File: src/common/spw_pkg.sv
// Package for the sleep, power reduction and wake controller
package spw_pkg;

	// ----------------------------------------------------------------
	// Register map
	// ----------------------------------------------------------------
	localparam logic [3:0] ADDR_SLEEP_CTRL = 4'h0;
	localparam logic [3:0] ADDR_CLK_STOP   = 4'h1;
	localparam logic [3:0] ADDR_PIN_EN     = 4'h2;
	localparam logic [3:0] ADDR_PIN_SENSE  = 4'h3;
	localparam logic [3:0] ADDR_TMR_CFG    = 4'h4;
	localparam logic [3:0] ADDR_IRQ_STAT   = 4'h5;
	localparam logic [3:0] ADDR_IRQ_MASK   = 4'h6;
	localparam logic [3:0] ADDR_STATE      = 4'h7;

	// ----------------------------------------------------------------
	// Field positions and reset values
	// ----------------------------------------------------------------
	localparam int POS_SLEEP_EN   = 3;
	localparam int POS_XTAL_SEL   = 4;
	localparam int POS_TMR_RUN    = 0;
	localparam int POS_TMR_ASYNC  = 1;
	localparam int POS_TMR_SYNC   = 2;
	localparam int POS_TMR_OVF_IE = 3;
	localparam int POS_TMR_CMP_IE = 4;
	localparam int IRQ_WAKE       = 0;
	localparam int IRQ_PIN0       = 1;
	localparam int IRQ_PIN1       = 2;
	localparam logic [7:0] RST_BYTE = 8'h00;
	localparam int PIN_EN_BITS    = 2;

	// ----------------------------------------------------------------
	// Timing
	// ----------------------------------------------------------------
	localparam int STANDBY_WAKE_CYC = 6;
	localparam int WAKE_CNT_W       = 3;

	// ----------------------------------------------------------------
	// Modes, states, carriers
	// ----------------------------------------------------------------
	typedef enum logic [2:0] {
		SPW_IDLE     = 3'b000,
		SPW_ADC_NR   = 3'b001,
		SPW_PDOWN    = 3'b010,
		SPW_PSAVE    = 3'b011,
		SPW_RSV4     = 3'b100,
		SPW_RSV5     = 3'b101,
		SPW_STANDBY  = 3'b110,
		SPW_RSV7     = 3'b111
	} spw_mode_t;

	typedef enum logic [1:0] {
		SPW_ST_RUN   = 2'b00,
		SPW_ST_SLEEP = 2'b01,
		SPW_ST_WAKE  = 2'b10
	} spw_state_t;

	typedef enum logic [1:0] {
		SENSE_LOW  = 2'b00,
		SENSE_ANY  = 2'b01,
		SENSE_FALL = 2'b10,
		SENSE_RISE = 2'b11
	} spw_sense_t;

	typedef struct packed {
		logic cpu;
		logic flash;
		logic io;
		logic adc;
		logic asy;
		logic main_osc;
		logic timer_osc;
	} spw_clk_t;

	typedef struct packed {
		logic two_wire_port;
		logic watchdog;
		logic pin_change;
		logic spm_ready;
		logic adc_done;
		logic other;
		logic tmr_ovf;
		logic tmr_cmp;
	} spw_wake_t;

	typedef struct packed {
		logic [3:0] addr;
		logic [7:0] wdata;
		logic       wr;
		logic       rd;
	} spw_bus_t;

endpackage : spw_pkg

File: src/verilog/spw_pin_sense.sv
// Edge or level sense for one external interrupt pin
`timescale 1ns/1ps
module spw_pin_sense
	import spw_pkg::*;
(
	input  wire logic       ref_clk_i, // Clock
	input  wire logic       rst_i,     // Sync reset
	input  wire logic       pin_i,     // Pin level, clamp already applied
	input  wire logic [1:0] sense_i,   // Sense select
	output logic            req_o,     // Edge pulse or level request
	output logic            lvl_o      // Level mode active
);
	logic prev;
	logic next_prev;

	always_comb begin
		next_prev = pin_i;
	end

	always_ff @(posedge ref_clk_i) begin
		if (rst_i) begin
			prev <= 1'b0;
		end else begin
			prev <= next_prev;
		end
	end

	// Pin read regardless of direction, so output pins still request
	always_comb begin
		lvl_o = (sense_i == SENSE_LOW);
		case (spw_sense_t'(sense_i))
			SENSE_LOW:  req_o = ~pin_i;
			SENSE_ANY:  req_o = pin_i ^ prev;
			SENSE_FALL: req_o = prev & ~pin_i;
			SENSE_RISE: req_o = ~prev & pin_i;
			default:    req_o = 1'b0;
		endcase
	end

endmodule : spw_pin_sense

File: src/verilog/spw_ctrl.sv
// Sleep mode, clock gating, power reduction and wake control
// Summary of operation
// - Async timer event wakes power-save when enabled
// - Power-save stops unused timer oscillator, main clock
// - Mode 110 with crystal enters standby
// - Standby wake resumes after six cycles
// - Idle and noise-reduction clock and wake sets
// - Deep modes: pin level, two-wire, watchdog wakes
// - Timer oscillator in idle only if async
// - Stop bit gates clock, blocks register access
// - Clearing stop bit resumes peripheral unchanged
// - Deep sleep clamps digital pin inputs
// - Enabled pin interrupt bypasses input clamp
// - Clamp release on high pin sets flag
// - Enable bits 1,0 gated by global enable
// - Two-bit sense field selects edge or level
// - Output-configured pin still raises requests
// - Enable bits 7..2 read zero
`timescale 1ns/1ps
module spw_ctrl
	import spw_pkg::*;
#(
	parameter int N_PERIPH = 8,
	parameter int N_PINS   = 8
) (
	input  wire logic                ref_clk_i,     // 200 MHz clock
	input  wire logic                rst_i,         // Sync reset, high
	input  wire spw_pkg::spw_bus_t   bus_i,         // Register port
	output logic [7:0]               rdata_o,       // Read data, next cycle
	input  wire logic                sleep_i,       // Sleep instruction pulse
	input  wire logic                global_ie_i,   // Core global enable
	input  wire spw_pkg::spw_wake_t  wake_i,        // Wake sources
	input  wire logic [1:0]          ext_pin_i,     // External interrupt pins
	input  wire logic [N_PINS-1:0]   port_pin_i,    // Other digital pins
	output spw_pkg::spw_clk_t        clk_en_o,      // Clock domain enables
	output logic [N_PERIPH-1:0]      periph_clk_o,  // Per-peripheral clock enable
	output logic [N_PERIPH-1:0]      periph_acc_o,  // Peripheral register access allowed
	output logic [N_PINS-1:0]        port_in_o,     // Clamped port inputs
	output logic [1:0]               pin_irq_o,     // Pin vector requests
	output logic                     irq_o          // Level interrupt
);
	// ------------------------------------------------------------
	// Declarations
	// ------------------------------------------------------------
	// Stop bits live in one byte, so at most eight peripherals
	if (N_PERIPH < 1 || N_PERIPH > 8 || N_PINS < 1) begin : g_param_check
		$error("spw_ctrl: unsupported parameters");
	end

	logic [7:0] sleep_ctrl, next_sleep_ctrl;
	logic [7:0] clk_stop, next_clk_stop;
	logic [7:0] pin_en, next_pin_en;
	logic [7:0] pin_sense, next_pin_sense;
	logic [7:0] tmr_cfg, next_tmr_cfg;
	logic [7:0] irq_stat, next_irq_stat;
	logic [7:0] irq_mask, next_irq_mask;
	logic [7:0] next_rdata;
	spw_state_t state, next_state;
	spw_mode_t  mode, next_mode;
	logic [WAKE_CNT_W-1:0] wcnt, next_wcnt;
	spw_clk_t next_clk_en;
	logic [N_PERIPH-1:0] next_periph_clk;
	logic [N_PERIPH-1:0] next_periph_acc;
	logic [N_PINS-1:0] next_port_in;
	logic [1:0] next_pin_irq;
	logic next_irq;
	logic clamp, clamp_q, next_clamp_q;
	logic [1:0] ext_eff;
	logic [1:0] ext_req;
	logic [1:0] ext_lvl;
	logic wake_ok;
	logic tmr_wake;
	spw_mode_t sel_mode;

	// ------------------------------------------------------------
	// Pin sense
	// ------------------------------------------------------------
	// Clamp bypassed on enabled pins; disabled pins see ground
	always_comb begin
		for (int i = 0; i < 2; i++) begin
			ext_eff[i] = ext_pin_i[i] & ~(clamp & ~pin_en[i]);
		end
	end

	spw_pin_sense u_sense0 (
		.ref_clk_i (ref_clk_i),
		.rst_i     (rst_i),
		.pin_i     (ext_eff[0]),
		.sense_i   (pin_sense[1:0]),
		.req_o     (ext_req[0]),
		.lvl_o     (ext_lvl[0])
	);

	spw_pin_sense u_sense1 (
		.ref_clk_i (ref_clk_i),
		.rst_i     (rst_i),
		.pin_i     (ext_eff[1]),
		.sense_i   (pin_sense[3:2]),
		.req_o     (ext_req[1]),
		.lvl_o     (ext_lvl[1])
	);

	// ------------------------------------------------------------
	// Wake qualification
	// ------------------------------------------------------------
	always_comb begin
		sel_mode = spw_mode_t'(sleep_ctrl[2:0]);
		tmr_wake = global_ie_i & tmr_cfg[POS_TMR_RUN] &
			((wake_i.tmr_ovf & tmr_cfg[POS_TMR_OVF_IE]) | (wake_i.tmr_cmp & tmr_cfg[POS_TMR_CMP_IE]));
		wake_ok = 1'b0;
		case (mode)
			SPW_IDLE: begin
				wake_ok = (|(ext_req & pin_en[1:0]) & global_ie_i) | wake_i.pin_change | wake_i.two_wire_port
					| wake_i.watchdog | wake_i.spm_ready | wake_i.adc_done | wake_i.other | tmr_wake;
			end
			SPW_ADC_NR: begin
				wake_ok = (|(ext_req & ext_lvl & pin_en[1:0]) & global_ie_i) | wake_i.pin_change
					| wake_i.two_wire_port | wake_i.watchdog | wake_i.spm_ready | wake_i.adc_done | tmr_wake;
			end
			SPW_PSAVE: begin
				wake_ok = (|(ext_req & ext_lvl & pin_en[1:0]) & global_ie_i) | wake_i.pin_change
					| wake_i.two_wire_port | wake_i.watchdog | tmr_wake;
			end
			default: begin
				wake_ok = (|(ext_req & ext_lvl & pin_en[1:0]) & global_ie_i) | wake_i.pin_change
					| wake_i.two_wire_port | wake_i.watchdog;
			end
		endcase
	end

	// ------------------------------------------------------------
	// Sleep state machine
	// ------------------------------------------------------------
	always_comb begin
		next_state = state;
		next_mode  = mode;
		next_wcnt  = wcnt;
		case (state)
			SPW_ST_RUN: begin
				if (sleep_i && sleep_ctrl[POS_SLEEP_EN]) begin
					next_state = SPW_ST_SLEEP;
					// Standby only with crystal, else falls back to power-down
					if (sel_mode == SPW_STANDBY && !sleep_ctrl[POS_XTAL_SEL]) begin
						next_mode = SPW_PDOWN;
					end else begin
						next_mode = sel_mode;
					end
				end
			end
			SPW_ST_SLEEP: begin
				if (wake_ok) begin
					if (mode == SPW_STANDBY) begin
						next_state = SPW_ST_WAKE;
						next_wcnt  = WAKE_CNT_W'(STANDBY_WAKE_CYC - 1);
					end else begin
						next_state = SPW_ST_RUN;
					end
				end
			end
			SPW_ST_WAKE: begin
				if (wcnt == '0) begin
					next_state = SPW_ST_RUN;
				end else begin
					next_wcnt = wcnt - 1'b1;
				end
			end
			default: next_state = SPW_ST_RUN;
		endcase
	end

	// ------------------------------------------------------------
	// Clock enables and clamp
	// ------------------------------------------------------------
	always_comb begin
		next_clk_en = '1;
		clamp = (state != SPW_ST_RUN) && (mode == SPW_PDOWN || mode == SPW_PSAVE
			|| mode == SPW_STANDBY);
		if (next_state != SPW_ST_RUN) begin
			next_clk_en.cpu   = 1'b0;
			next_clk_en.flash = 1'b0;
			case (next_mode)
				SPW_IDLE: begin
					next_clk_en.timer_osc = tmr_cfg[POS_TMR_RUN] & tmr_cfg[POS_TMR_ASYNC];
				end
				SPW_ADC_NR: begin
					next_clk_en.io        = 1'b0;
					next_clk_en.timer_osc = tmr_cfg[POS_TMR_RUN] & tmr_cfg[POS_TMR_ASYNC];
				end
				SPW_PSAVE: begin
					next_clk_en.io        = 1'b0;
					next_clk_en.adc       = 1'b0;
					next_clk_en.asy       = tmr_cfg[POS_TMR_RUN];
					next_clk_en.timer_osc = tmr_cfg[POS_TMR_RUN] & tmr_cfg[POS_TMR_ASYNC];
					next_clk_en.main_osc  = tmr_cfg[POS_TMR_RUN] & tmr_cfg[POS_TMR_SYNC];
				end
				SPW_STANDBY: begin
					next_clk_en.io        = 1'b0;
					next_clk_en.adc       = 1'b0;
					next_clk_en.asy       = 1'b0;
					next_clk_en.timer_osc = 1'b0;
				end
				default: begin
					next_clk_en = '0;
				end
			endcase
		end
		// Only meaningful in active and idle; deep modes gate io anyway
		next_periph_clk = ~clk_stop[N_PERIPH-1:0] & {N_PERIPH{next_clk_en.io}};
		// Access blocked exactly while that peripheral's stop bit is set; io gating in sleep leaves access allowed
		next_periph_acc = ~clk_stop[N_PERIPH-1:0];
		next_port_in = port_pin_i & ~{N_PINS{clamp}};
		next_clamp_q = clamp;
		next_pin_irq = ext_req & pin_en[1:0] & {2{global_ie_i}};
	end

	// ------------------------------------------------------------
	// Register port
	// ------------------------------------------------------------
	always_comb begin
		next_sleep_ctrl = sleep_ctrl;
		next_clk_stop   = clk_stop;
		next_pin_en     = pin_en;
		next_pin_sense  = pin_sense;
		next_tmr_cfg    = tmr_cfg;
		next_irq_mask   = irq_mask;
		next_irq_stat   = irq_stat;
		next_rdata      = RST_BYTE;
		if (bus_i.wr) begin
			if (bus_i.addr == ADDR_SLEEP_CTRL) begin
				next_sleep_ctrl = {3'b000, bus_i.wdata[4:0]};
			end else if (bus_i.addr == ADDR_CLK_STOP) begin
				next_clk_stop = bus_i.wdata;
			end else if (bus_i.addr == ADDR_PIN_EN) begin
				next_pin_en = {6'b00_0000, bus_i.wdata[1:0]};
			end else if (bus_i.addr == ADDR_PIN_SENSE) begin
				next_pin_sense = {4'h0, bus_i.wdata[3:0]};
			end else if (bus_i.addr == ADDR_TMR_CFG) begin
				next_tmr_cfg = {3'b000, bus_i.wdata[4:0]};
			end else if (bus_i.addr == ADDR_IRQ_STAT) begin
				next_irq_stat = irq_stat & ~bus_i.wdata;
			end else if (bus_i.addr == ADDR_IRQ_MASK) begin
				next_irq_mask = {5'b0_0000, bus_i.wdata[2:0]};
			end
		end
		// Sets applied after clear so a simultaneous event is kept
		if (state == SPW_ST_SLEEP && wake_ok) begin
			next_irq_stat[IRQ_WAKE] = 1'b1;
		end
		for (int i = 0; i < 2; i++) begin
			if (ext_req[i] && !ext_lvl[i]) begin
				next_irq_stat[IRQ_PIN0 + i] = 1'b1;
			end
			if (ext_lvl[i]) begin
				next_irq_stat[IRQ_PIN0 + i] = 1'b0;
			end
		end
		if (bus_i.rd) begin
			if (bus_i.addr == ADDR_SLEEP_CTRL) begin
				next_rdata = sleep_ctrl;
			end else if (bus_i.addr == ADDR_CLK_STOP) begin
				next_rdata = clk_stop;
			end else if (bus_i.addr == ADDR_PIN_EN) begin
				next_rdata = {6'b00_0000, pin_en[1:0]};
			end else if (bus_i.addr == ADDR_PIN_SENSE) begin
				next_rdata = pin_sense;
			end else if (bus_i.addr == ADDR_TMR_CFG) begin
				next_rdata = tmr_cfg;
			end else if (bus_i.addr == ADDR_IRQ_STAT) begin
				next_rdata = irq_stat;
			end else if (bus_i.addr == ADDR_IRQ_MASK) begin
				next_rdata = irq_mask;
			end else if (bus_i.addr == ADDR_STATE) begin
				next_rdata = {1'b0, mode, 2'b00, state};
			end
		end
		next_irq = |(next_irq_stat & next_irq_mask);
	end

	// ------------------------------------------------------------
	// Registers
	// ------------------------------------------------------------
	always_ff @(posedge ref_clk_i) begin
		if (rst_i) begin
			sleep_ctrl   <= RST_BYTE;
			clk_stop     <= RST_BYTE;
			pin_en       <= RST_BYTE;
			pin_sense    <= RST_BYTE;
			tmr_cfg      <= RST_BYTE;
			irq_stat     <= RST_BYTE;
			irq_mask     <= RST_BYTE;
			rdata_o      <= RST_BYTE;
			state        <= SPW_ST_RUN;
			mode         <= SPW_IDLE;
			wcnt         <= '0;
			clk_en_o     <= '1;
			periph_clk_o <= '1;
			periph_acc_o <= '1;
			port_in_o    <= '0;
			clamp_q      <= 1'b0;
			pin_irq_o    <= 2'b00;
			irq_o        <= 1'b0;
		end else begin
			sleep_ctrl   <= next_sleep_ctrl;
			clk_stop     <= next_clk_stop;
			pin_en       <= next_pin_en;
			pin_sense    <= next_pin_sense;
			tmr_cfg      <= next_tmr_cfg;
			irq_stat     <= next_irq_stat;
			irq_mask     <= next_irq_mask;
			rdata_o      <= next_rdata;
			state        <= next_state;
			mode         <= next_mode;
			wcnt         <= next_wcnt;
			clk_en_o     <= next_clk_en;
			periph_clk_o <= next_periph_clk;
			periph_acc_o <= next_periph_acc;
			port_in_o    <= next_port_in;
			clamp_q      <= next_clamp_q;
			pin_irq_o    <= next_pin_irq;
			irq_o        <= next_irq;
		end
	end
endmodule : spw_ctrl

File: config.mk
export PLATFORM = sky130hd
export DESIGN_NAME = spw_ctrl
export DESIGN_NICKNAME = d
export VERILOG_FILES = /design/src/common/spw_pkg.sv /design/src/verilog/spw_pin_sense.sv /design/src/verilog/spw_ctrl.sv
export SDC_FILE = /design/constraint.sdc
export NUM_CORES = 1
export LEC_CHECK = 0
export ABC_AREA = 1
export BUFFER_PORTS_ARGS = -buffer_cell sky130_fd_sc_hd__buf_2
export CAP_MARGIN = 20
export CORE_MARGIN = 2
export CORE_UTILIZATION = 44
export DETAILED_ROUTE_END_ITERATION = 8
export PLACE_DENSITY = 0.66
export SETUP_SLACK_MARGIN = 0.4
export SLEW_MARGIN = 20
export SYNTH_ARGS = -nofsm -noshare
export SYNTH_HDL_FRONTEND = slang
export SYNTH_SLANG_ARGS = --single-unit
File: constraint.sdc
create_clock -name ref_clk_i -period 3.25 [get_ports ref_clk_i]
set_clock_uncertainty 0.15 [all_clocks]
set_input_delay 0.8125 -clock ref_clk_i [delete_from_list [all_inputs] [get_ports ref_clk_i]]
set_output_delay 0.8125 -clock ref_clk_i [all_outputs]
set_load 0.05 [all_outputs]
==> impl_metrics.yaml <==
floorplanning:
  die_w_um: 96.6
  io_pins: 78
  start_util: 0.457
  dieArea_mm2: 0.00933
  die_h_um: 96.6
  coreArea_mm2: 0.00826
  rows: 33
layout:
  finalNonFillerCells: 686
  area_growth_pct: 18.1
  fin_area_mm2: 0.00446
  drive_gt1_frac: 0.215
  antenna_cells: 0
  multi_input_area_mm2: 0.00158
  nets: 618
  ff_latch_area_mm2: 0.00182
  num-fill-cells: 839
  final_util: 0.540
synth:
  synth_top_area_cell: "dfxtp_1"
  syn_inst: 498
  synth_seq_area_share: 0.483
  avgSynthCellArea_um2: 7.58
  ys_warn_count: 0
  ys_ff_latch: 91
  synth.most_common_cell: "dfxtp_1"
  ys_top_cells_by_area: "dfxtp_1 (48%), nand2_1 (7.8%), inv_1 (7.6%)"
  synth-async-reset-ratio: 0
  synth_top_area_share: 0.483
  ys_types: 36
  synth_area_mm2: 0.00377
  syn_nets: 540
  yosys-top-cells-count: "dfxtp_1 (91), nand2_1 (78), inv_1 (76)"
  synthFlopType: "dfxtp_1"
  synth_edf_count: 0
critical_path:
  arrival_ns: 2.65
  critical_path.endpoint_type: "register"
  crit_required_ns: 3.34
  critPathSlowestCell: "dfxtp_1"
  start_kind: "register"
  critPathBufInv: 2
  ff2ff_path_depth: 15
  critPathMaxStageDelay_ns: 0.39
  cp_cell_sequence: "inv_2 > nand2_2 > nand4_1 > nand2_2 > inv_1 > ha_1 > nand3_1 > nand2_1 > nor2_2 > nand3_2 > nand3_1 > a21oi_2 > nand3_2 > o211ai_4 > nand3_1"
  crit_type: "register to register"
  rrSetupSlack_ns: 0.69
  worstReg2RegEnd: "clk_en_o[2]$_SDFF_PP1_"
  critPathTopFamily: "simple AND/OR/NAND/NOR gates"
  regToRegStartpoint: "state[0]$_SDFF_PP0_"
  cp_max_fo: 14
  crit_top_cell: "nand3_1"
clocking:
  insertion_delay_ns: 0.37
  cts_tree: "built"
  clk_pin_slew_worst_paths_ns: 0.10
  cts_root_buf: "clkbuf_8"
  cts-hold-fix-buffers: 0
  postCtsSetupBuffers: 0
  cts_made_buffers: 9
  cts_sinks: 91
  cts.path.max_buffers: 2
  ctsResizeCount: 0
  ctsHtreeMaxLevel: 3
timing:
  setup_viol: 0
  fin_crit_sh: 0.787
  final_max_slew_viol_count: 0
  max-slew-margin-rel: 0.594
  rsz0062_at_grt: "false"
  max_clock_freq_mhz: 391
  fin_crit_ns: 2.56
  tightestPinTransition_ns: 0.607
  fin_setup_tns_ns: 0
  final_hold_viol_count: 0
place:
  dpl.cell_count: 670
  detailed_place_hpwl_um: 7130
  gp_routability_congestion: 0.898
  port_buffers: 77
  placed_cell_area_mm2: 0.00425
hold_path:
  hold_path_class: "register to register"
  worstHoldEndpoint: "clk_stop[3]$_SDFFE_PP0P_"
  hold_depth: 2
  hp-start: "clk_stop[3]$_SDFFE_PP0P_"
global_route:
  overflow: 0
  antenna_found_initial: 0
  grt_pass1_vias: 3298
  grtUsageTotal: 0.209
  grt_max_degree: 42
  grt_pass1_wl_um: 15900
drt:
  drt_iter0_drc: 174
  drcViolationCount: 0
  routed_wl_um: 9600
  dr.pass1.iters: 5
  vias_per_cell: 5.10
  drtAntennaViolNets: 0
  wl_per_cell_um: 14.0
  vias: 3500
pwr:
  peakVddDrop_v: 0.000204
  power.density_mw_per_mm2: 477
  power_leakage_nw: 1.88
run_status:
  run_status: "finished clean"
run:
  cap_violations: 0
[layer usage]
layer  GRT usage  wire length [um]  vias to the layer above
met5           0                 0                        -
met3      0.0390               604                       18
met1       0.286              4530                     1588
met4      0.0921               248                        0
met2       0.322              4210                      131
li1            -                 -                     1763
[logic make-up after synthesis]
group | Yosys count | share of synthesized area
adder cells (fa/ha/maj) | 6 | 0.0199
AND/OR/NAND/NOR | 201 | 0.240
buffers and inverters | 97 | 0.0995
AO/OA/AOI/OAI | 103 | 0.157
flip-flops | 91 | 0.483
[sequential cells by signal, indices dropped and copies added (netlist names)]
register and flops:
port_in_o 8, pin_irq_o 2, clk_stop 8, state 2
periph_acc_o 8, clk_en_o 6, mode 3, irq_stat 8
irq_mask 8, irq_o 1, periph_clk_o 8, u_sense1.prev 1
pin_sense 4, wcnt 3, u_sense0.prev 1, pin_en 2
tmr_cfg 5, rdata_o 8, sleep_ctrl 5
[power breakdown]
group | switching [W] | internal (W) | leakage [nW]
clock network | 0.000446 | 0.000368 | 0.0984
logic | 0.000123 | 0.0000477 | 1.04
registers | 0.00000824 | 0.00113 | 0.738
total | 0.000577 | 0.00155 | 1.88
[worst min-delay path, stage by stage (launching register included)]
cell	delay, ns
dfxtp_1	0.32
inv_1	0.06
a21oi_1	0.05
[per-stage QoR]
step           worst slack (ns)  hold slack [ns]  power [W]
3_3_place_gp              0.620            0.302    0.00133
5_1_grt                   0.441            0.346    0.00220
2_1_floorplan             0.868            0.287    0.00127
6_report                  0.691            0.318    0.00212
4_1_cts                   0.707            0.321    0.00213
3_5_place_dp              0.529            0.305    0.00134
[cell usage in the layout, fill, tap and decap left out, types with 2 or more instances in the layout]
cell type   count
dfxtp_1        91
nand2_1        78
buf_2          77
inv_1          76
nor2_1         58
a21oi_1        43
nand3_1        34
o21ai_0        29
inv_2           9
clkbuf_8        9
o21ai_1         8
nor3_1          8
nand2_2         6
ha_1            6
nand4_1         5
o221ai_1        5
a31oi_1         4
nor2_2          3
nand3_2         3
or2_2           2
a21oi_2         2
a211oi_1        2
o22ai_1         2
inv_6           2
clkinvlp_4      2
buf_4           2
[worst max-delay path by stage]
stage,from,depth (start not counted),slack [ns],to
5_1_grt,state[0]$_SDFF_PP0_,17,0.44,clk_en_o[2]$_SDFF_PP1_
3_5_place_dp,ext_pin_i[0],15,0.53,clk_en_o[2]$_SDFF_PP1_
3_3_place_gp,ext_pin_i[0],15,0.62,clk_en_o[1]$_SDFF_PP1_
4_1_cts,state[1]$_SDFF_PP0_,17,0.71,clk_en_o[2]$_SDFF_PP1_
6_report,state[0]$_SDFF_PP0_,15,0.69,clk_en_o[2]$_SDFF_PP1_
2_1_floorplan,ext_pin_i[0],15,0.87,clk_en_o[0]$_SDFF_PP1_
[layout make-up]
cell class              count  area share
clock buffers               9      0.0278
inverters                  85      0.0716
multi-input cells         310       0.354
well taps                 105      0.0295
flip-flops and latches     91       0.409
repair buffers             79      0.0899
clock inverters             7      0.0185
No activity file was read; power rests on OpenSTA's default activity.
